===== config.mk =====
export PLATFORM = sky130hd
export DESIGN_NAME = hlt_timer
export DESIGN_NICKNAME = d
export VERILOG_FILES = /design/src/rtl/hlt_pkg.sv /design/src/rtl/hlt_prescaler.sv /design/src/rtl/hlt_ext_detect.sv /design/src/rtl/hlt_timer.sv
export SDC_FILE = /design/constraint.sdc
export NUM_CORES = 1
export LEC_CHECK = 0
export ABC_AREA = 1
export BUFFER_PORTS_ARGS = -buffer_cell sky130_fd_sc_hd__buf_2
export CORE_MARGIN = 3
export CORE_UTILIZATION = 50
export DETAILED_ROUTE_END_ITERATION = 8
export PLACE_DENSITY_LB_ADDON = 0.12
export RECOVER_POWER = 25
export SYNTH_ARGS = -nofsm -noshare
export SYNTH_HDL_FRONTEND = slang
export SYNTH_SLANG_ARGS = --single-unit

===== constraint.sdc =====
create_clock -name clk_sys -period 2.8 [get_ports clk_sys]
set_input_delay 0.56 -clock clk_sys [delete_from_list [all_inputs] [get_ports clk_sys]]
set_output_delay 0.56 -clock clk_sys [all_outputs]
set_load 0.005 [all_outputs]

===== src/rtl/hlt_pkg.sv =====
// Function
// - Each prescaled tick advances the 8-bit count while counting is allowed.
// - Count equal to period signals a match and returns to zero next tick.
// - Device reset clears the count and loads the period with all ones.
// - Count write, control write, reset or external reset clear both scalers.
// - A control write leaves the count value unchanged.
// - Postscaler counts matches; at select value emits one-tick pulse and clears.
// - One-shot match stops timer and clears run enable; restart needs re-enable.
// - One-shot restart resets the postscaler, so only select zero is useful.
// - Monostable edge-start match stops timer but keeps run enable for external restart.
// - Gate modes hold the count while the gate is inactive, then resume.
// - External edge and level triggers are ignored during debug freeze; the free-running gate is not.
// - Free-running 000 software gate, 001 gate high, 010 gate low.
// - Free-running 011/100/101 reset on any, rising, falling external edge.
// - Free-running 110/111 hold count in reset while external low/high.
// - One-shot 000 starts on enable; 001/010/011 start on rise/fall/any edge.
// - One-shot 100/101 start on first edge, reset on later same edges.
// - One-shot 110/111 start on rise/fall edge, reset on low/high level.
// - Monostable 001/010/011 edge start; match stops at zero, enable kept.
// - Group 10 codes 110/111 start on high/low, reset on low/high, one-shot.
// - One-shot: tick after match clears enable and stops count at zero.
// - Edge-started modes need a fresh edge after enable is set again.
// - Edge limit one-shot resumes counting two ticks after each reset edge.
package hlt_pkg;
  localparam int unsigned ADDR_W = 3;
  localparam int unsigned DATA_W = 8;
  localparam logic [ADDR_W-1:0] OFS_COUNT = 3'h0;
  localparam logic [ADDR_W-1:0] OFS_PERIOD = 3'h1;
  localparam logic [ADDR_W-1:0] OFS_CONTROL = 3'h2;
  localparam logic [ADDR_W-1:0] OFS_MODE = 3'h3;
  localparam logic [ADDR_W-1:0] OFS_STATUS = 3'h4;
  localparam int unsigned CTRL_ON_BIT = 7;
  localparam int unsigned CTRL_CKPS_MSB = 6;
  localparam int unsigned CTRL_CKPS_LSB = 4;
  localparam int unsigned CTRL_POSTSCALE_SELECT_MSB = 3;
  localparam int unsigned CTRL_POSTSCALE_SELECT_LSB = 0;
  localparam int unsigned MODE_MSB = 4;
  localparam int unsigned PRE_W = 7;
  localparam logic [DATA_W-1:0] COUNT_RST = 8'h00;
  localparam logic [DATA_W-1:0] PERIOD_RST = 8'hff;
  localparam logic [DATA_W-1:0] CTRL_RST = 8'h00;
  localparam logic [4:0] MODE_RST = 5'h00;
  localparam logic [3:0] POST_RST = 4'h0;
  localparam logic [1:0] GRP_FREE = 2'h0;
  localparam logic [1:0] GRP_ONE = 2'h1;
  localparam logic [1:0] GRP_MONO = 2'h2;
  localparam logic [2:0] LOW_SW = 3'h0;
  localparam logic [2:0] LOW_1 = 3'h1;
  localparam logic [2:0] LOW_2 = 3'h2;
  localparam logic [2:0] LOW_3 = 3'h3;
  localparam logic [2:0] LOW_4 = 3'h4;
  localparam logic [2:0] LOW_5 = 3'h5;
  localparam logic [2:0] LOW_6 = 3'h6;
  localparam logic [2:0] LOW_7 = 3'h7;
  localparam logic [1:0] HOLD_TICKS = 2'h2;
  typedef enum logic [1:0] {PH_IDLE, PH_RUN, PH_HOLD} hlt_phase_t;
endpackage


===== src/rtl/hlt_prescaler.sv =====
`timescale 1ns/100ps
module hlt_prescaler
  import hlt_pkg::*;
(
  input wire logic clk_sys,
  input wire logic rstn,
  input wire logic clr,
  input wire logic [2:0] ckps,
  output logic tick
);
  logic [PRE_W-1:0] cnt_q;
  logic [PRE_W-1:0] mask;

  // Bit i of the mask takes part when the ratio is above 2 to the i.
  for (genvar i = 0; i < PRE_W; i++) begin : g_mask
    assign mask[i] = (ckps > 3'(i));
  end

  assign tick = ((cnt_q | ~mask) == {PRE_W{1'b1}});

  always_ff @(posedge clk_sys or negedge rstn) begin
    if (!rstn) begin
      cnt_q <= '0;
    end else if (clr) begin
      cnt_q <= '0;
    end else begin
      cnt_q <= cnt_q + 7'h01;
    end
  end
endmodule


===== src/rtl/hlt_ext_detect.sv =====
`timescale 1ns/100ps
module hlt_ext_detect
  import hlt_pkg::*;
(
  input wire logic clk_sys,
  input wire logic rstn,
  input wire logic tick,
  input wire logic ext_in,
  output logic rise,
  output logic fall
);
  logic prev_q;

  // The external level is compared once per timer tick.
  always_ff @(posedge clk_sys or negedge rstn) begin
    if (!rstn) begin
      prev_q <= 1'b0;
    end else if (tick) begin
      prev_q <= ext_in;
    end
  end

  assign rise = tick & ext_in & ~prev_q;
  assign fall = tick & ~ext_in & prev_q;
endmodule


===== src/rtl/hlt_timer.sv =====
`timescale 1ns/100ps
module hlt_timer
  import hlt_pkg::*;
(
  input wire logic clk_sys,
  input wire logic rstn,
  input wire logic [ADDR_W-1:0] reg_addr,
  input wire logic [DATA_W-1:0] reg_wdata,
  input wire logic reg_wr,
  input wire logic reg_rd,
  output logic [DATA_W-1:0] reg_rdata,
  input wire logic ext_reset_signal,
  input wire logic dbg_freeze,
  output logic [DATA_W-1:0] timer_count,
  output logic postscaled_pulse,
  output logic run_enable_bit
);
  logic [DATA_W-1:0] count_q;
  logic [DATA_W-1:0] period_q;
  logic run_enable_q;
  logic [2:0] ckps_q;
  logic [3:0] postscale_select_q;
  logic [4:0] mode_q;
  logic [3:0] post_cnt_q;
  logic pulse_q;
  logic [DATA_W-1:0] rdata_q;
  hlt_phase_t phase_q;
  logic [1:0] hold_q;

  logic tick;
  logic rise_raw;
  logic fall_raw;
  logic rise;
  logic fall;
  logic lvl_hi;
  logic lvl_lo;
  logic [1:0] grp;
  logic [2:0] low;
  logic reserved;
  logic active;
  logic start_c;
  logic hw_rst;
  logic rst_edge;
  logic gate_ok;
  logic counting;
  logic period_hit;
  logic match_ev;
  logic post_hit;
  logic stops_on_match;
  logic clears_on;
  logic restart;
  logic scaler_clr;
  logic wr_count;
  logic wr_period;
  logic wr_ctrl;
  logic wr_mode;

  assign wr_count = reg_wr && (reg_addr == OFS_COUNT);
  assign wr_period = reg_wr && (reg_addr == OFS_PERIOD);
  assign wr_ctrl = reg_wr && (reg_addr == OFS_CONTROL);
  assign wr_mode = reg_wr && (reg_addr == OFS_MODE);

  hlt_prescaler u_pre (
    .clk_sys(clk_sys),
    .rstn(rstn),
    .clr(scaler_clr),
    .ckps(ckps_q),
    .tick(tick)
  );

  hlt_ext_detect u_ext (
    .clk_sys(clk_sys),
    .rstn(rstn),
    .tick(tick),
    .ext_in(ext_reset_signal),
    .rise(rise_raw),
    .fall(fall_raw)
  );

  // Freeze masks every edge and level trigger; the free-running gate still reads the raw external signal.
  assign rise = rise_raw & ~dbg_freeze;
  assign fall = fall_raw & ~dbg_freeze;
  assign lvl_hi = ext_reset_signal & ~dbg_freeze;
  assign lvl_lo = ~ext_reset_signal & ~dbg_freeze;

  assign grp = mode_q[4:3];
  assign low = mode_q[2:0];

  // Unused codes leave the timer halted.
  always_comb begin
    reserved = 1'b0;
    if (grp == GRP_MONO) begin
      reserved = (low == LOW_SW) || (low == LOW_4) || (low == LOW_5);
    end else if (grp != GRP_FREE && grp != GRP_ONE) begin
      reserved = 1'b1;
    end
  end

  assign active = tick && run_enable_q && !reserved;

  // Decode of start, reset and gate conditions for the selected mode.
  always_comb begin
    start_c = 1'b0;
    hw_rst = 1'b0;
    rst_edge = 1'b0;
    gate_ok = 1'b1;
    case (grp)
      GRP_FREE: begin
        case (low)
          LOW_1: gate_ok = ext_reset_signal;
          LOW_2: gate_ok = ~ext_reset_signal;
          LOW_3: hw_rst = rise | fall;
          LOW_4: hw_rst = rise;
          LOW_5: hw_rst = fall;
          LOW_6: hw_rst = lvl_lo;
          LOW_7: hw_rst = lvl_hi;
          default: gate_ok = 1'b1;
        endcase
      end
      GRP_ONE: begin
        case (low)
          LOW_SW: start_c = 1'b1;
          LOW_1: start_c = rise;
          LOW_2: start_c = fall;
          LOW_3: start_c = rise | fall;
          LOW_4: begin
            start_c = rise;
            hw_rst = rise;
            rst_edge = 1'b1;
          end
          LOW_5: begin
            start_c = fall;
            hw_rst = fall;
            rst_edge = 1'b1;
          end
          LOW_6: begin
            start_c = rise;
            hw_rst = lvl_lo;
          end
          LOW_7: begin
            start_c = fall;
            hw_rst = lvl_hi;
          end
          default: start_c = 1'b0;
        endcase
      end
      GRP_MONO: begin
        case (low)
          LOW_1: start_c = rise;
          LOW_2: start_c = fall;
          LOW_3: start_c = rise | fall;
          LOW_6: begin
            start_c = lvl_hi;
            hw_rst = lvl_lo;
          end
          LOW_7: begin
            start_c = lvl_lo;
            hw_rst = lvl_hi;
          end
          default: start_c = 1'b0;
        endcase
      end
      default: start_c = 1'b0;
    endcase
  end

  // The one-shot group and the level codes of group 10 drop the enable on match.
  assign clears_on = (grp == GRP_ONE) ||
                     ((grp == GRP_MONO) && (low[2:1] == 2'b11));
  assign stops_on_match = (grp != GRP_FREE);

  // Free-running modes count on enable and gate; the others after a start.
  assign counting = (grp == GRP_FREE) ? gate_ok : (phase_q == PH_RUN);
  assign period_hit = (count_q == period_q);
  assign match_ev = active && counting && !hw_rst && period_hit;
  assign post_hit = (post_cnt_q == postscale_select_q);

  // A start out of idle in a one-shot group is a restart.
  assign restart = active && (grp == GRP_ONE) && (phase_q == PH_IDLE) && start_c;

  assign scaler_clr = wr_count || wr_ctrl || (active && hw_rst) || restart;

  // Timer count.
  always_ff @(posedge clk_sys or negedge rstn) begin
    if (!rstn) begin
      count_q <= COUNT_RST;
    end else if (wr_count) begin
      count_q <= reg_wdata;
    end else if (active) begin
      if (hw_rst && (grp == GRP_FREE || phase_q != PH_IDLE)) begin
        count_q <= COUNT_RST;
      end else if (counting) begin
        if (period_hit) begin
          count_q <= COUNT_RST;
        end else begin
          count_q <= count_q + 8'h01;
        end
      end
    end
  end

  // Period value.
  always_ff @(posedge clk_sys or negedge rstn) begin
    if (!rstn) begin
      period_q <= PERIOD_RST;
    end else if (wr_period) begin
      period_q <= reg_wdata;
    end
  end

  // Control fields; a control write never touches the count.
  always_ff @(posedge clk_sys or negedge rstn) begin
    if (!rstn) begin
      ckps_q <= CTRL_RST[CTRL_CKPS_MSB:CTRL_CKPS_LSB];
      postscale_select_q <= CTRL_RST[CTRL_POSTSCALE_SELECT_MSB:CTRL_POSTSCALE_SELECT_LSB];
    end else if (wr_ctrl) begin
      ckps_q <= reg_wdata[CTRL_CKPS_MSB:CTRL_CKPS_LSB];
      postscale_select_q <= reg_wdata[CTRL_POSTSCALE_SELECT_MSB:CTRL_POSTSCALE_SELECT_LSB];
    end
  end

  // Run enable: software writes win over the match clear in the same cycle.
  always_ff @(posedge clk_sys or negedge rstn) begin
    if (!rstn) begin
      run_enable_q <= CTRL_RST[CTRL_ON_BIT];
    end else if (wr_ctrl) begin
      run_enable_q <= reg_wdata[CTRL_ON_BIT];
    end else if (match_ev && clears_on) begin
      run_enable_q <= 1'b0;
    end
  end

  // Mode select.
  always_ff @(posedge clk_sys or negedge rstn) begin
    if (!rstn) begin
      mode_q <= MODE_RST;
    end else if (wr_mode) begin
      mode_q <= reg_wdata[MODE_MSB:0];
    end
  end

  // Start phase for the non-free groups.
  always_ff @(posedge clk_sys or negedge rstn) begin
    if (!rstn) begin
      phase_q <= PH_IDLE;
      hold_q <= '0;
    end else if (!run_enable_q) begin
      phase_q <= PH_IDLE;
      hold_q <= '0;
    end else if (active && grp != GRP_FREE) begin
      case (phase_q)
        PH_IDLE: begin
          if (start_c) begin
            phase_q <= PH_RUN;
          end
        end
        PH_RUN: begin
          if (hw_rst && rst_edge) begin
            phase_q <= PH_HOLD;
            hold_q <= HOLD_TICKS - 2'h1;
          end else if (match_ev && stops_on_match) begin
            phase_q <= PH_IDLE;
          end
        end
        PH_HOLD: begin
          if (hw_rst && rst_edge) begin
            hold_q <= HOLD_TICKS - 2'h1;
          end else if (hold_q <= 2'h1) begin
            phase_q <= PH_RUN;
            hold_q <= '0;
          end else begin
            hold_q <= hold_q - 2'h1;
          end
        end
        default: phase_q <= PH_IDLE;
      endcase
    end
  end

  // Postscaler counter.
  always_ff @(posedge clk_sys or negedge rstn) begin
    if (!rstn) begin
      post_cnt_q <= POST_RST;
    end else if (scaler_clr) begin
      post_cnt_q <= POST_RST;
    end else if (match_ev) begin
      if (post_hit) begin
        post_cnt_q <= POST_RST;
      end else begin
        post_cnt_q <= post_cnt_q + 4'h1;
      end
    end
  end

  // Postscaled output stands from one tick to the next.
  always_ff @(posedge clk_sys or negedge rstn) begin
    if (!rstn) begin
      pulse_q <= 1'b0;
    end else if (match_ev && post_hit) begin
      pulse_q <= 1'b1;
    end else if (tick || scaler_clr) begin
      pulse_q <= 1'b0;
    end
  end

  // Register read port, data one cycle after the strobe.
  always_ff @(posedge clk_sys or negedge rstn) begin
    if (!rstn) begin
      rdata_q <= '0;
    end else if (reg_rd) begin
      case (reg_addr)
        OFS_COUNT: rdata_q <= count_q;
        OFS_PERIOD: rdata_q <= period_q;
        OFS_CONTROL: rdata_q <= {run_enable_q, ckps_q, postscale_select_q};
        OFS_MODE: rdata_q <= {3'h0, mode_q};
        OFS_STATUS: rdata_q <= {post_cnt_q, 2'h0, phase_q};
        default: rdata_q <= '0;
      endcase
    end else begin
      rdata_q <= '0;
    end
  end

  assign reg_rdata = rdata_q;
  assign timer_count = count_q;
  assign postscaled_pulse = pulse_q;
  assign run_enable_bit = run_enable_q;
endmodule


==> results.ini, run 1 <==
[run_status]
status=finished, final reports clean

[synth]
synth_cells=464
yosysTopAreaCell=dfrtp_1
synth_area_leaders=dfrtp_1, nand2_1, inv_1
synth-seq-area-share=0.3977
synth_largest_type_area_fraction=0.3363
synth_edf_count=0
syn_area_um2=3423
syn_avg_cell_area_um2=7.378
synth_nets=488
synthFlopType=dfrtp_1
ys_async_sr_fraction=1.000
synth_warnings=0
ys_seq_elements=54
synth_cell_types=42

[clocking]
numCtsBuffers=5
clock-root-buffer=clkbuf_8
cts_setup_buffers=0
cts_resized=0
clock_path_buffers=2
cts_hold_buf=0
cts_sinks=54
path_clk_slew_ps=110
htreeDepth=2
cts_tree=done
clk_latency_ps=320

[hold_path]
hp-class=flip-flop to flip-flop
holdPathEnd=hold_q[1]
min_path_cells=2
hold_start=hold_q[1]

[worst_setup_path]
r2r_end=timer_count[1]
rrSetupSlack_ps=540
r2r_start=mode_q[3]
reg2reg_depth=10
worst_setup_path_end_kind=flip-flop
crit_arrival_ps=2470
path_max_fanout=9
crit_type=flip-flop to flip-flop
crit_path_start_kind=flip-flop
crit_required_ps=3010

[power]
ir_drop_mv=0.4005
power.density_nw_per_um2=673.8
total_leakage_power_nw=1.938

[floorplan]
die_area_um2=7876
start_util=0.5271
die_h_um=88.75
io_pins=35
fp-row-count=29
coreArea_um2=6495
fp.dieW_um=88.75

[detailed_routing]
ant_nets=0
wl_per_cell_um=14.69
drc_errors=0
first_pass_iters=5
drt-total-wl_um=8551
vias_per_cell=5.455
drt_iter0_drc=193
vias=3175

[timing]
fin_tns_setup_ps=0
clock.fmax_mhz=443.1
slew_viol_final=0
max_slew_margin=0.1308
period_share=0.8060
tightest_slew_ps=1304
setup_viol=0
rsz0062_at_grt=no
min_period_ps=2257
clock-skew-final_ps=6.244
hold_violations=0
setup_slack_ps=543.2

[grt]
grt_pass1_vias=2924
antenna_found_initial=0
grt_pass1_wl_um=14450
grt_max_degree=25
grtUsageTotal=0.2352
grt_overflow=0

[finish]
diodes=0
fin_cells=582
multiInputGateArea_um2=1759
seq_area_um2=1361
area_growth_pct=10.67
fin_nets=528
finalInstanceArea_um2=3789
drive_above_1_share=0.1644
fill_cells=621

[place]
io_buffers=34
placed_cells=574
place_ws_ps=553.5
place_area_um2=3696
dp_hpwl_um=6754
place_congestion=0.8747

[run]
drv_cap=0

-- worst max path at each step --
stage                            from             end  slack [ps]  depth (start not counted)
after global placement    reg_addr[0]  timer_count[6]         560                         12
after detailed placement  reg_addr[0]  timer_count[6]         550                         12
after floorplan             mode_q[3]  timer_count[1]         840                         10
final                       mode_q[3]  timer_count[1]         540                         10
after global routing        mode_q[3]  timer_count[1]         350                         10
after CTS                   mode_q[3]  timer_count[1]         570                         10
-- area by class of cell --
cell class / count / area share
timing repair buffer: 38 / 0.05152
multi-input combinational: 332 / 0.4643
inverter: 73 / 0.07365
clock buffer: 5 / 0.01816
tap: 77 / 0.02543
clock inverter: 3 / 0.007596
sequential: 54 / 0.3593
-- layer usage --
layer	routed length [um]	GRT usage
met4	171	0.06456
met2	3848	0.3650
met1	4055	0.3439
met3	475	0.03259
met5	0	0
-- cell families after synthesis --
| family | synth area share |
|---|---|
| XOR/XNOR | 0.04093 |
| flip-flops | 0.3977 |
| AND/OR/NAND/NOR | 0.3147 |
| buffers and inverters | 0.08845 |
| adder cells (fa/ha/maj) | 0.02558 |
| AO/OA/AOI/OAI | 0.1327 |
-- per-stage QoR --
stage / hold slack, ps / power, W / utilization
after CTS: 222.4 / 0.002554 / 0.5841
final: 477.6 / 0.002553 / 0.5833
after floorplan: 264.4 / 0.001784 / -
after global routing: 499.7 / 0.002741 / 0.5833
after detailed placement: 456.8 / 0.002072 / 0.5691
after global placement: 453.0 / 0.002045 / 0.5691
-- power breakdown --
group	internal, W	leakage (nW)	switching, W
Combinational	0.000342	1.20	0.000550
Clock	0.000186	0.0502	0.000299
Sequential	0.000957	0.685	0.000218
-- layout by cell type, fill, tap and decap left out, drive strengths merged --
cell	n
and2	1
nand3b	1
a221oi	5
nor3	11
dfrtp	46
xor2	11
inv	72
clkbuf	7
a21oi	9
nor2	54
ha	7
or2	1
clkinv	4
nand3	32
o31ai	1
a211oi	3
a31oi	1
nand2	124
dfstp	8
nor4	1
nand4	7
xnor2	5
buf	36
a31o	1
o211ai	2
nor3b	2
o2111ai	1
o21ai	40
o22ai	12
-- sequential cells by signal, summed over array words and instances (netlist names) --
name                count
period_q                8
reg_rdata               8
timer_count             8
u_pre.cnt_q             7
mode_q                  5
post_cnt_q              4
postscale_select_q      4
ckps_q                  3
hold_q                  2
phase_q                 2
postscaled_pulse        1
run_enable_bit          1
u_ext.prev_q            1
-- critical path, stage by stage, from the launching register on --
cell	delay [ps]
dfrtp_1	430
inv_1	100
ha_1	320
o21ai_0	630
inv_1	90
nor2_1	140
nand2_2	80
nand2_4	130
clkinv_4	100
nand2_1	70
o21ai_0	70
-- cell usage after synthesis (2+ instances only) --
cell type	instances
ha_1	7
inv_1	63
dfrtp_1	46
dfstp_2	8
nor3_4	3
nor2_2	2
o21ai_1	9
a21oi_1	9
nand2_2	5
nand2_4	3
o21ai_0	29
nor2_4	2
xor2_1	11
buf_2	3
a221oi_1	5
nand3_1	31
xnor2_1	5
inv_2	8
nor2_1	50
a211oi_1	3
nand4_1	7
nand2_1	116
o21ai_2	2
nor3b_1	2
nor3_1	7
o22ai_1	12
(Power assumes the default switching activity.)
==> run 2: changes to the inputs <==
==> constraint.sdc (replaced) <==
create_clock -name clk_sys -period 2.1 [get_ports clk_sys]
set_input_delay 0.42 -clock clk_sys [delete_from_list [all_inputs] [get_ports clk_sys]]
set_output_delay 0.42 -clock clk_sys [all_outputs]
set_load 0.005 [all_outputs]
==> run 2 against run 1 <==
Effect of this change: the run now ends with negative setup slack left; cell count increased by 5.0%; first-iteration DRC count increased by 75%; die area unchanged; sequential power increased by 28%; routed wire length increased by 5.6%; critical endpoint is now post_cnt_q[1].
==> results.ini, run 2 (synthesis results as in run 1) <==
[floorplan]
die_h_um=88.75
die_area_um2=7876
fp.dieW_um=88.75
fp-row-count=29
start_util=0.5271
coreArea_um2=6495
io_pins=35

[timing]
min_period_ps=2123
hold_violations=0
setup_viol=2
tightest_slew_ps=1319
setup_slack_ps=-23.30
max_slew_margin=0.1206
clock-skew-final_ps=9.685
rsz0062_at_grt=yes
slew_viol_final=0
period_share=1.011
clock.fmax_mhz=471.0

[power]
ir_drop_mv=0.4605
finalPower_w=0.003616
total_leakage_power_nw=2.083
power.density_nw_per_um2=882.1

[detailed_routing]
vias=3269
met2_length_um=4076
drc_errors=0
ant_nets=0
wl_met3_um=683
vias_per_cell=5.350
wl_per_cell_um=14.79
route.layer.met1.wl_um=4102
topRoutingLayerUsed=met4
first_pass_iters=5
drt_iter0_drc=337
drt-total-wl_um=9034

[place]
place_congestion=0.9521
place_area_um2=3829
io_buffers=34
placed_cells=590
dp_hpwl_um=6909
place_ws_ps=-52.78

[finish]
drive_above_1_share=0.2528
area_growth_pct=19.74
diodes=0
fill_cells=617
finalInstanceArea_um2=4099
fin_nets=557
final_common_cell=nand2_1
fin_cells=611
final_cell_mix=nand2_1, inv_1, nor2_1
finish.utilization=0.6311

[worst_setup_path]
crit_family=simple AND/OR/NAND/NOR gates
crit_path_start_kind=flip-flop
max_stage_delay_ps=430
path_cells=inv_2, nand3_2, nand2_2, nand2_2, nor2_4, nand2_4, nor3_4, inv_4, nor3_4, and2_4, nand3_2, o21ai_1, nand2_1, inv_1
cp_num_buf_inv=3
slowest_stage=dfrtp_1
crit_arrival_ps=2380
crit_type=flip-flop to flip-flop
crit_required_ps=2360
worst_setup_path_end_kind=flip-flop
path_max_fanout=7

[grt]
grt_pass1_vias=3017
grt_max_degree=55
grt_overflow=0
grt_pass1_wl_um=14520
antenna_found_initial=0
grtUsageTotal=0.2386

[clocking]
clock_path_buffers=2
cts_tree=done
htreeDepth=2
path_clk_slew_ps=100
clk_latency_ps=320
numCtsBuffers=5
clock-root-buffer=clkbuf_8
cts_sinks=54

[hold_path]
hp-class=input port to flip-flop

[run]
drv_cap=0

[run_status]
status=complete, but fails checks
violations=negative setup slack

-- run 2: path summary, 6_finish.rpt --
| kind | from | slack (ps) | endpoint | cells after the start |
|---|---|---|---|---|
| max | ckps_q[1] | -20 | post_cnt_q[1] | 14 |
| min | reg_wdata[5] | 360 | ckps_q[1] | 3 |
| max reg2reg | ckps_q[1] | -20 | post_cnt_q[1] | 14 |
| min reg2reg | hold_q[1] | 470 | hold_q[1] | 2 |
| max in group asynchronous | rstn | 730 | mode_q[1] | 2 |
| min in group asynchronous | rstn | 460 | u_pre.cnt_q[1] | 2 |
-- run 2: power breakdown --
group / total [W] / switching, W / leakage, nW / internal [W]
Combinational: 0.00151 / 0.000880 / 1.36 / 0.000626
Sequential: 0.00151 / 0.000235 / 0.683 / 0.00128
Clock: 0.000595 / 0.000359 / 0.0374 / 0.000236
Total: 0.00362 / 0.00147 / 2.08 / 0.00214
-- run 2: worst min-delay path: stages --
cell     delay [ps]
buf_2           120
nand2_1          50
o21ai_0          60
-- run 2: stage by stage --
stage	hold WS (ps)	setup TNS (ps)
final	360.9	-24.50
after global routing	372.3	-3054
after CTS	91.09	0
after detailed placement	441.9	-119.6
after global placement	439.9	-7.663
after floorplan	124.4	0
-- run 2: final cells by class --
class	instances	area (um2)	share of cell area
multi-input combinational	332	1856	0.4527
sequential	54	1364	0.3327
timing repair buffer	66	407.9	0.09951
inverter	73	281.5	0.06868
tap	77	96.34	0.02350
clock buffer	6	72.57	0.01770
clock inverter	2	15.01	0.003663
timing repair inverter	1	6.256	0.001526
-- run 2: per-layer routing --
metal | global-route usage | vias up
met4 | 0.05357 | 0
met1 | 0.3362 | 1489
met2 | 0.3779 | 120
li1 | - | 1642
met5 | 0 | -
met3 | 0.04935 | 18
-- run 2: repair_timing --
| item | CTS | global route |
|---|---|---|
| pin swaps | 0 | 16 |
| hold buffers | 0 | 0 |
| buffers inserted | 1 | 11 |
| hold endpoints to repair | 0 | 0 |
| gates cloned | 0 | 1 |
| endpoints found under the setup margin | 8 | 25 |
| gates resized for setup | 1 | 27 |
==> run 3: changes to the inputs <==
--- a/config.mk
+++ b/config.mk
@@ -7,8 +7,9 @@
 export LEC_CHECK = 0
 export ABC_AREA = 1
 export BUFFER_PORTS_ARGS = -buffer_cell sky130_fd_sc_hd__buf_2
-export CORE_MARGIN = 3
-export CORE_UTILIZATION = 50
+export CELL_PAD_IN_SITES_DETAIL_PLACEMENT = 2
+export CELL_PAD_IN_SITES_GLOBAL_PLACEMENT = 2
+export CORE_UTILIZATION = 34
 export DETAILED_ROUTE_END_ITERATION = 8
 export PLACE_DENSITY_LB_ADDON = 0.12
 export RECOVER_POWER = 25
==> run 3 against run 2 <==
Effect of this change: the run still ends with negative setup slack left; via count increased by 7.2%; die area increased by 33%; clock skew increased by 4.1 ps; clock power increased by 28%; critical path depth decreased by 4; total power increased by 11%; largest cell class unchanged.
==> results.ini, run 3 (synthesis results as in run 1) <==
[run_status]
status=complete, but fails checks
violations=negative setup slack

[timing]
hold_violations=0
clock.fmax_mhz=438.1
rsz0062_at_grt=yes
period_share=1.087
setup_viol=25
slew_viol_final=0
clock-skew-final_ps=13.79
min_period_ps=2283
tightest_slew_ps=1409
setup_slack_ps=-182.5
max_slew_margin=0.06033

[clocking]
path_clk_slew_ps=120
cts_tree=done
clock_path_buffers=2
htreeDepth=2
cts_sinks=54
clock-root-buffer=clkbuf_8
numCtsBuffers=5
clk_latency_ps=320

[grt]
grt_max_degree=55
grt_pass1_wl_um=20390
antenna_found_initial=0
grtUsageTotal=0.2604
grt_pass1_vias=3840
grt_overflow=0

[floorplan]
start_util=0.3502
coreArea_um2=9774
die_area_um2=10470
io_pins=35
fp-row-count=36
die_h_um=102.3
fp.dieW_um=102.3

[run]
drv_cap=0

[place]
placed_cells=651
io_buffers=34
place_congestion=0.8366
dp_hpwl_um=9403

[detailed_routing]
vias_per_cell=5.185
drc_errors=0
vias=3505
wl_per_cell_um=18.98
first_pass_iters=4
ant_nets=0
drt-total-wl_um=12830
drt_iter0_drc=126

[finish]
final_common_cell=nand2_1
finish.utilization=0.4383
fill_cells=1185
area_growth_pct=25.15
diodes=0
final_cell_mix=nand2_1, inv_1, nor2_1
fin_cells=676
fin_nets=566
drive_above_1_share=0.2744

[worst_setup_path]
path_max_fanout=6
crit_path_start_kind=flip-flop
crit_arrival_ps=2510
crit_required_ps=2330
worst_setup_path_end_kind=flip-flop
crit_type=flip-flop to flip-flop

[power]
ir_drop_mv=0.4374
total_leakage_power_nw=2.151
power.density_nw_per_um2=934.4
finalPower_w=0.004003

[hold_path]
hp-class=input port to flip-flop

## run 3: cell types whose count changed in the layout (fill, tap and decap cells not counted), moves of 2 or more
cell     before  now
buf_4        31   39
nand2_2       8   12
nand2_1     111  108
o21ai_1       8   11
nor2_1       49   47
o21ai_0      29   27
## run 3: per-layer routing
metal | routed length, um | global-route usage | vias up
met4 | 163 | 0.05165 | 0
met2 | 6496 | 0.4672 | 66
met1 | 5724 | 0.3386 | 1768
met5 | 0 | 0 | -
li1 | - | - | 1659
met3 | 447 | 0.02736 | 12
## run 3: report_power, final
| group | total (W) | internal, W | switching, W |
|---|---|---|---|
| registers | 0.00155 | 0.00128 | 0.000269 |
| clock network | 0.000760 | 0.000364 | 0.000396 |
| logic | 0.00170 | 0.000679 | 0.00102 |
## run 3: critical path, stage by stage, from the launching register on
cell and delay, ps:
dfrtp_1 450, inv_1 120, ha_1 300, o31ai_2 300, nor3_4 90, inv_2 140, o21ai_0 300, nand2_4 250
clkinv_2 110, nand2_1 90, nand2_1 50
## run 3: final cells by class
type | count | area (um2) | area share
Sequential cell | 54 | 1363 | 0.3180
Clock buffer | 5 | 68.82 | 0.01606
Inverter | 73 | 281.5 | 0.06571
Timing Repair Buffer | 74 | 467.9 | 0.1092
Tap cell | 133 | 166.4 | 0.03884
Timing Repair inverter | 1 | 5.005 | 0.001168
Multi-Input combinational cell | 333 | 1883 | 0.4395
Clock inverter | 3 | 48.80 | 0.01139
## run 3: what timing repair did
action	in CTS	in global routing
endpoints found under the hold margin	0	0
resized for setup	15	19
gates cloned	2	0
buffers inserted	12	3
setup endpoints to repair	24	25
hold buffers	0	0
pin swaps	8	13
## run 3: through the flow
step                      setup TNS, ps  hold WS, ps  setup slack, ps  cell area [um2]
after floorplan                       0        124.4            138.1             3423
after global placement                0        441.0            16.32             3936
after detailed placement          -1363        444.2           -105.1             3936
after CTS                        -994.1        85.16           -79.63             4210
after global routing              -5700        392.8           -292.6             4284
final                             -1865        376.1           -182.5             4284
## run 3: worst paths after layout
| check | startpoint | endpoint | slack (ps) | cells after the start |
|---|---|---|---|---|
| worst max-delay path | mode_q[4] | timer_count[3] | -180 | 10 |
| worst min-delay path | reg_wdata[5] | period_q[5] | 380 | 3 |
| worst max register to register | mode_q[4] | timer_count[3] | -180 | 10 |
| worst min register to register | hold_q[1] | hold_q[1] | 480 | 2 |
| max in group asynchronous | rstn | mode_q[0] | 640 | 2 |
| min in group asynchronous | rstn | u_pre.cnt_q[3] | 490 | 2 |
